**src/async_periph_consts.vh**
```
// Purpose: constants for the asynchronous byte-wide configuration port
// Assumes: 10 MHz system clock, one config clock period = twice CONFIG_SHIFT_CLOCK_DIV system clocks
// Notes: all timing in system clock cycles
`ifndef ASYNC_PERIPH_CONSTS_VH
`define ASYNC_PERIPH_CONSTS_VH
`define MODE_ASYNC_PERIPH 3'h5
`define CONFIG_SHIFT_CLOCK_DIV 4'h2
`define BYTE_BITS 4'h8
`define LAST_BYTE_BITS 4'h7
`define STATUS_LOW_BITS 7'h7f
`define ST_IDLE 2'h0
`define ST_SHIFT 2'h1
`define ST_PARK 2'h2
`endif

```
**src/edge_sync.v**
```verilog
// Purpose: three-stage synchroniser with agreement filter
// Assumes: input is asynchronous to clk_i
// Notes: output changes once stages two and three agree
`timescale 1ns/1ps
module edge_sync #(
	parameter RESET_VAL = 1'b0
) (
	input wire clk_i,
	input wire reset_n_i,
	input wire din_i,
	output wire dout_o
);
	reg s1_ff;
	reg s2_ff;
	reg s3_ff;
	reg out_ff;

	always @(posedge clk_i or negedge reset_n_i) begin
		if (!reset_n_i) begin
			s1_ff <= RESET_VAL;
			s2_ff <= RESET_VAL;
			s3_ff <= RESET_VAL;
			out_ff <= RESET_VAL;
		end else begin
			s1_ff <= din_i;
			s2_ff <= s1_ff;
			s3_ff <= s2_ff;
			if (s2_ff == s3_ff) begin
				out_ff <= s3_ff;
			end
		end
	end

	assign dout_o = out_ff;
endmodule // edge_sync

```
**src/async_periph_config_port.v**
```verilog
// Purpose: byte-wide asynchronous peripheral configuration port
// Assumes: host strobes are asynchronous; config clock derived from clk_i
// Notes: final byte flagged by last_byte_i; that byte shifts seven bits, all others eight
`timescale 1ns/1ps
`include "async_periph_consts.vh"
module async_periph_config_port #(
	parameter CONFIG_SHIFT_CLOCK_DIV = `CONFIG_SHIFT_CLOCK_DIV
) (
	input wire clk_i,
	input wire reset_n_i,
	input wire [2:0] mode_select_pins_i,
	input wire init_done_i,
	input wire write_strobe_n_i,
	input wire read_strobe_n_i,
	input wire chip_select_low_active_i,
	input wire chip_select_high_active_i,
	input wire [7:0] data_i,
	input wire last_byte_i,
	input wire own_bits_done_i,
	output wire [7:0] data_o,
	output wire data_oe_o,
	output wire ready_busy_o,
	output wire ready_busy_oe_o,
	output wire config_shift_clock_o,
	output wire config_data_o,
	output wire config_data_valid_o,
	output wire chain_data_o,
	output wire startup_done_o
);
	// ---------------------------------------------------------------
	// mode and strobe decode
	// ---------------------------------------------------------------
	wire mode_on;
	wire write_cond;
	wire read_cond;
	wire write_sync;
	reg write_d_ff;
	reg [7:0] latch_ff;
	reg [7:0] hold_ff;

	assign mode_on = (mode_select_pins_i == `MODE_ASYNC_PERIPH);
	assign write_cond = mode_on & ~write_strobe_n_i & ~chip_select_low_active_i & read_strobe_n_i
		& chip_select_high_active_i;
	assign read_cond = mode_on & ~read_strobe_n_i & write_strobe_n_i & ~chip_select_low_active_i
		& chip_select_high_active_i;

	// data sampled while the write is active; stable by the synchronised trailing edge
	always @(posedge clk_i or negedge reset_n_i) begin
		if (!reset_n_i) begin
			latch_ff <= 8'h00;
		end else if (write_cond) begin
			latch_ff <= data_i;
		end
	end

	edge_sync u_write_sync (
		.clk_i(clk_i),
		.reset_n_i(reset_n_i),
		.din_i(write_cond),
		.dout_o(write_sync)
	);

	wire write_end;
	assign write_end = write_d_ff & ~write_sync;

	// ---------------------------------------------------------------
	// config clock generator
	// ---------------------------------------------------------------
	reg [3:0] div_ff;
	reg config_shift_clock_ff;
	wire tick;
	localparam [31:0] DIV_LAST = CONFIG_SHIFT_CLOCK_DIV - 1;
	assign tick = (div_ff == DIV_LAST[3:0]);

	always @(posedge clk_i or negedge reset_n_i) begin
		if (!reset_n_i) begin
			div_ff <= 4'h0;
		end else if (tick) begin
			div_ff <= 4'h0;
		end else begin
			div_ff <= div_ff + 4'h1;
		end
	end

	// ---------------------------------------------------------------
	// two-level buffer and shifter
	// ---------------------------------------------------------------
	reg hold_full_ff;
	reg hold_last_ff;
	reg [1:0] state_ff;
	reg [7:0] shift_ff;
	reg [3:0] bits_left_ff;
	reg shift_last_ff;
	reg dout_ff;
	reg valid_ff;
	reg startup_ff;
	reg [1:0] nxt_state;

	always @* begin
		nxt_state = state_ff;
		case (state_ff)
			`ST_IDLE: begin
				if (tick & hold_full_ff) begin
					nxt_state = `ST_SHIFT;
				end
			end
			`ST_SHIFT: begin
				if (tick & config_shift_clock_ff & (bits_left_ff == 4'h1)) begin
					if (shift_last_ff) begin
						nxt_state = `ST_PARK;
					end else if (hold_full_ff) begin
						nxt_state = `ST_SHIFT;
					end else begin
						nxt_state = `ST_IDLE;
					end
				end
			end
			`ST_PARK: begin
				nxt_state = `ST_PARK;
			end
			default: begin
				nxt_state = `ST_IDLE;
			end
		endcase
	end

	wire load_shift;
	assign load_shift = tick & hold_full_ff & ((state_ff == `ST_IDLE) |
		((state_ff == `ST_SHIFT) & config_shift_clock_ff & (bits_left_ff == 4'h1) & ~shift_last_ff));

	always @(posedge clk_i or negedge reset_n_i) begin
		if (!reset_n_i) begin
			write_d_ff <= 1'b0;
			hold_ff <= 8'h00;
			hold_full_ff <= 1'b0;
			hold_last_ff <= 1'b0;
			state_ff <= `ST_IDLE;
			shift_ff <= 8'h00;
			bits_left_ff <= 4'h0;
			shift_last_ff <= 1'b0;
			config_shift_clock_ff <= 1'b1;
			dout_ff <= 1'b1;
			valid_ff <= 1'b0;
			startup_ff <= 1'b0;
		end else begin
			write_d_ff <= write_sync;
			valid_ff <= 1'b0;
			state_ff <= nxt_state;
			if (write_end & ~hold_full_ff & init_done_i) begin
				hold_ff <= latch_ff;
				hold_full_ff <= 1'b1;
				hold_last_ff <= last_byte_i;
			end else if (load_shift) begin
				hold_full_ff <= 1'b0;
			end
			if (load_shift) begin
				shift_ff <= hold_ff;
				shift_last_ff <= hold_last_ff;
				bits_left_ff <= hold_last_ff ? `LAST_BYTE_BITS : `BYTE_BITS;
				config_shift_clock_ff <= 1'b0;
				dout_ff <= hold_ff[0];
			end else if (tick & (state_ff == `ST_SHIFT)) begin
				if (!config_shift_clock_ff) begin
					config_shift_clock_ff <= 1'b1;
					valid_ff <= 1'b1;
				end else if (bits_left_ff != 4'h1) begin
					config_shift_clock_ff <= 1'b0;
					shift_ff <= {1'b0, shift_ff[7:1]};
					dout_ff <= shift_ff[1];
					bits_left_ff <= bits_left_ff - 4'h1;
				end else if (shift_last_ff) begin
					startup_ff <= 1'b1;
				end
			end
		end
	end

	// ---------------------------------------------------------------
	// outputs
	// ---------------------------------------------------------------
	reg [7:0] status_ff;
	always @(posedge clk_i or negedge reset_n_i) begin
		if (!reset_n_i) begin
			status_ff <= 8'hff;
		end else begin
			status_ff <= {~hold_full_ff, `STATUS_LOW_BITS};
		end
	end

	assign data_o = status_ff;
	assign data_oe_o = read_cond;
	assign ready_busy_o = ~hold_full_ff;
	assign ready_busy_oe_o = mode_on & init_done_i;
	assign config_shift_clock_o = config_shift_clock_ff;
	assign config_data_o = dout_ff;
	assign config_data_valid_o = valid_ff & ~own_bits_done_i;
	assign chain_data_o = dout_ff;
	assign startup_done_o = startup_ff;
endmodule // async_periph_config_port

```
**config.mk**
```make
export PLATFORM = sky130hd
export DESIGN_NAME = async_periph_config_port
export DESIGN_NICKNAME = d
export VERILOG_FILES = /design/src/edge_sync.v /design/src/async_periph_config_port.v
export VERILOG_INCLUDE_DIRS = /design/src /design/src/src
export SDC_FILE = /design/constraint.sdc
export NUM_CORES = 1
export LEC_CHECK = 0
export BUFFER_PORTS_ARGS = -buffer_cell sky130_fd_sc_hd__buf_2
export CORE_MARGIN = 1
export CORE_UTILIZATION = 50
export CTS_BUF_LIST = sky130_fd_sc_hd__clkbuf_4
export DETAILED_ROUTE_END_ITERATION = 12
export PLACE_DENSITY = 0.76
export SYNTH_ARGS = -nofsm -noshare
export SYNTH_HDL_FRONTEND = slang
export SYNTH_SLANG_ARGS = --single-unit
```
**constraint.sdc**
```tcl
create_clock -name clk_i -period 7 [get_ports clk_i]
set_input_delay 2.1 -clock clk_i [delete_from_list [all_inputs] [get_ports clk_i]]
set_output_delay 2.1 -clock clk_i [all_outputs]
set_load 0.005 [all_outputs]
```
Word-level counts from Yosys, hierarchy flattened
Index checks and enable logic that the tools add are counted.
{ "op_classes": {"add_sub_neg": 2, "eq_ne": 9, "n_mux": 28, "n_bitwise": 31, "n_reduce_logical": 8} }
{ "op_table": {"columns": ["cell", "count"], "rows": [
  ["$mux W8", 4],
  ["$mux W4", 6],
  ["$and A1 B1 Y1", 21],
  ["$mux W1", 14],
  ["$not A1 Y1", 9],
  ["$eq A4 B1 Y1 const B", 2],
  ["$reduce_bool A2 Y1", 4],
  ["$mux W2", 3],
  ["$pmux W2 S3", 1],
  ["$reduce_and A5 Y1", 1],
  ["$add A4 B1 Y4 const B", 1],
  ["$ne A2 B2 Y1 const B", 2],
  ["$ne A4 B1 Y1 const B", 1],
  ["$sub A4 B1 Y4 const B", 1],
  ["$eq A3 B3 Y1 const B", 1],
  ["$reduce_and A3 Y1", 1],
  ["$eq A2 B1 Y1 const B", 1],
  ["$eq A2 B2 Y1 const B", 1],
  ["$logic_not A2 Y1", 1],
  ["$reduce_and A2 Y1", 1],
  ["$eq A1 B1 Y1", 1],
  ["$or A1 B1 Y1", 1]
]} }
{ "totals": {"regBits": 47, "input_bits": 20, "word_cells": 97} }

Depth between registers and ports, before layout
{ "depth": {"ltp_word": 8, "depth_mapped": 8} }

Cells and area by module
From an unflattened synthesis, not the netlist that was laid out.
{ "hier_totals": {"hier_cells": 150, "area_unflattened_um2": 2058.2} }
{ "by_module_without_submodules": {"columns": ["mod", "instances", "cells_each", "area_per_inst_um2"], "rows": [
  ["async_periph_config_port", 1, 145, 1946.9],
  ["edge_sync", 1, 5, 111.4]
]} }

Worst setup path before layout
OpenSTA, ideal clock, no wires.
{ "synth_timing": {"path_type": "input port to output port", "start": "input mode_select_pins_i[0]", "end": "output data_oe_o", "arrival_ps": 2572, "slack_ps": 2328, "stages": 3, "path_buffers": 0, "path_cell_list": "nor2b_1 > nand4b_1 > nor3b_1"} }
{ "synth_between": {"elab_chain_len": 5} }
{ "synth_rtl": {"columns": ["element", "line", "source"], "rows": [
  ["start, declared", "async_periph_config_port.v:11", "input wire [2:0] mode_select_pins_i,"],
  ["$eq A3 B3 Y1 (no line)", null, null],
  ["$and A1 B1 Y1 (3 in a row)", "async_periph_config_port.v:44", "assign read_cond = mode_on & ~read_strobe_n_i & write_strobe_n_i & ~chip_select_low_active_i"],
  ["$and A1 B1 Y1", "async_periph_config_port.v:45", "& chip_select_high_active_i;"],
  ["end, declared", "async_periph_config_port.v:21", "output wire data_oe_o,"]
]} }
No other way between the ends.

Worst setup path after layout
{ "layout_timing": {"start": "input mode_select_pins_i[1]", "end": "output data_oe_o"} }
Same word-level chain as after synthesis.

==> impl_metrics.ini <==
[run_status]
status = completed

[floorplanning]
die_area_um2 = 4370
die_w_um = 66.1
num_rows = 22
io_pins = 36
die_h_um = 66.1
core_um2 = 3800
initial_core_util = 0.541

[global_routing]
grt_overflow = 0
grt_max_degree = 47
grt_pass1_wl_um = 5440
grt_pass1_vias = 1205
gr-usage-all-layers = 0.172
antenna_found_initial = 0

[route]
drc = 0
avgRoutedWirePerCell_um = 13.9
drt_first_pass_iters = 4
drtIter0Drc = 109
antenna_left = 0
viasPerCell = 5.33
vias = 1227
routed_wl_um = 3190

[worst_setup_path]
crit_buf_inv = 2
end_kind = primary output
path_depth = 5
crit_path_top_delay_cell = nor3b_1
cp-start-kind = input pin
critPathKind = input pin to primary output
reg2reg_from = bits_left_ff[1]$_DFFE_PN0P_
cp_max_fo = 2
crit_start = mode_select_pins_i[1]
cp_common_cell = buf_2
critPathMaxStageDelay_ns = 0.22
reg2reg_depth = 6
crit_family = simple AND/OR/NAND/NOR gates
crit_chain = buf_2 > nor2b_1 > nand4b_1 > nor3b_1 > buf_2
worstPathRequired_ns = 4.90
cp.arrival_ns = 2.85

[clocking]
cts_resized = 0
clk_pin_slew_ns = 0.13
post_cts_buffers = 0
cts_tree = done
cts_made_buffers = 5
clkLatencyLatePin_ns = 0.36
clock_tree.root_cell = clkbuf_4
clk_path_buf_depth = 2
htreeDepth = 2
cts_hold_buf = 0
clock-sinks = 46

[timing]
fmax_mhz = 202
setup_tns_ns = 0
worstMarginPinSlew_ns = 0.968
setup_slack_ns = 2.05
rsz0062_at_grt = false
relSlewSlack = 0.355
hold_viol_final = 0
setup_viol = 0
min_period_ns = 4.95
fin_crit_sh = 0.707
drv_slew = 0
skew_ns = 0.0125

[final_layout]
mostFrequentLayoutCell = dfrtp_1
area_growth_pct = 9.92
layout_common_cells = dfrtp_1 (43), buf_2 (28), mux2_2 (16)
drive_above_1_share = 0.390
fin_nets = 203
antennaDiodeCount = 0

[logic_synthesis]
synth.distinct_cells = 35
synth-seq-cells = 46
synth_edf_count = 0
syn_area_per_cell_um2 = 13.5
yosys.area.top_type = dfrtp_1
ys.flop_type = dfrtp_1
syn-cell-area_um2 = 2060
synth-seq-area-share = 0.562
synthArstFlopShare = 1.00
syn_inst = 152
netlist.area_leader.share = 0.523
synth_area_leaders = dfrtp_1 (52%), mux2_2 (8.8%), mux2_4 (8.8%), dfstp_2 (3.8%), mux2i_1 (2.9%)
ys_warn_count = 0

[power]
seq_power_share = 0.652
finalPower_uw = 430
irDropWorstVdd_uv = 149
p_int_uw = 327
pwr-share-comb = 0.058
sw_frac_of_total = 0.239
clkPwrFrac = 0.289
p_sw_uw = 103
power_leakage_uw = 0.00121
power_density_nw_per_um2 = 190

[hold_path]
min_path_cells = 0
hp-class = register to register
min-delay-start = u_write_sync.s1_ff$_DFF_PN0_

[job]
drv_cap = 0

[placement]
dpl.hpwl_um = 2290
gp_congestion = 0.742
place.port_buffers = 28
post-place-ws_ns = 2.06
==> kinds of logic (layout without fill, tap and decap cells) <==
group                      Yosys count  count (layout)  synth area share
DFF                                 46              46             0.562
muxes                               37              37             0.221
and+or+nand+nor                     28              28            0.0883
buffers and inverters               22              46            0.0596
AOI/OAI and AO/OA                   10              10            0.0292
xor gates and xnor gates             5               5            0.0213
adders and majority gates            3               3            0.0170
other                                1               7           0.00182
==> Yosys cell counts, drive strengths merged, types with 2 or more instances <==
cell,instances
xnor2,5
clkbuf,3
mux2,31
nor4,2
nand2,7
ha,2
dfstp,3
o21ai,6
nor3b,3
mux2i,6
buf,11
nor3,2
dfrtp,43
nor2b,2
or4b,4
nand2b,2
inv,8
==> through the flow <==
step	util	hold WS (ns)	cells	instance area (um2)
after floorplan	-	0.331	158	2080
after CTS	0.595	0.376	230	2260
final	0.595	0.379	230	2260
after global routing	0.595	0.385	230	2260
after global placement	0.579	0.331	222	2200
after detailed placement	0.579	0.346	222	2200
==> area by class of cell <==
class / instances / area, um2
Multi-Input combinational cell: 90 / 801
Clock buffer: 5 / 37.5
Sequential cell: 46 / 1150
Tap cell: 48 / 60.1
Clock inverter: 3 / 21.3
Fill cell: 324 / 1540
Timing Repair Buffer: 30 / 155
Inverter: 8 / 30.0
==> registers in the layout, indices dropped and copies added, names as in the netlist, 2 cells and up <==
signal / cells
latch_ff: 8
div_ff: 4
state_ff: 2
bits_left_ff: 4
hold_ff: 8
shift_ff: 7
==> routing by layer <==
metal  track usage  share of wire  up-vias
met5             0              0        -
met2         0.293           0.53       26
li1              -              -      571
met1         0.200           0.41      625
met4        0.0691          0.017        0
met3        0.0517          0.039        5
==> final timing paths <==
path,end,slack [ns]
worst min-delay path,u_write_sync.s2_ff$_DFF_PN0_,0.38
worst min register to register,u_write_sync.s2_ff$_DFF_PN0_,0.38
worst max-delay path,data_oe_o,2.05
max in group asynchronous,shift_ff[7]$_DFFE_PN0P_,4.52
min in group asynchronous,startup_done_o$_DFFE_PN0P_,1.87
worst max register to register,shift_last_ff$_DFFE_PN0P_,4.26
==> worst reg2reg max path, cell delays in order (launching register included) <==
cell and delay (ns):
dfrtp_1 0.41, inv_1 0.12, ha_1 0.16, or4bb_1 0.50
o21ai_0 0.17, or4b_1 0.84, mux2_1 0.45
==> power by group through the flow <==
stage | Combinational (uW) | Clock (uW) | Sequential [uW]
6_report | 25.1 | 124 | 280
4_1_cts | 25.9 | 129 | 280
5_1_grt | 28.8 | 138 | 282
3_5_place_dp | 25.9 | 0 | 285
3_3_place_gp | 24.6 | 0 | 285
2_1_floorplan | 15.9 | 0 | 284
(Power assumes the default switching activity.)
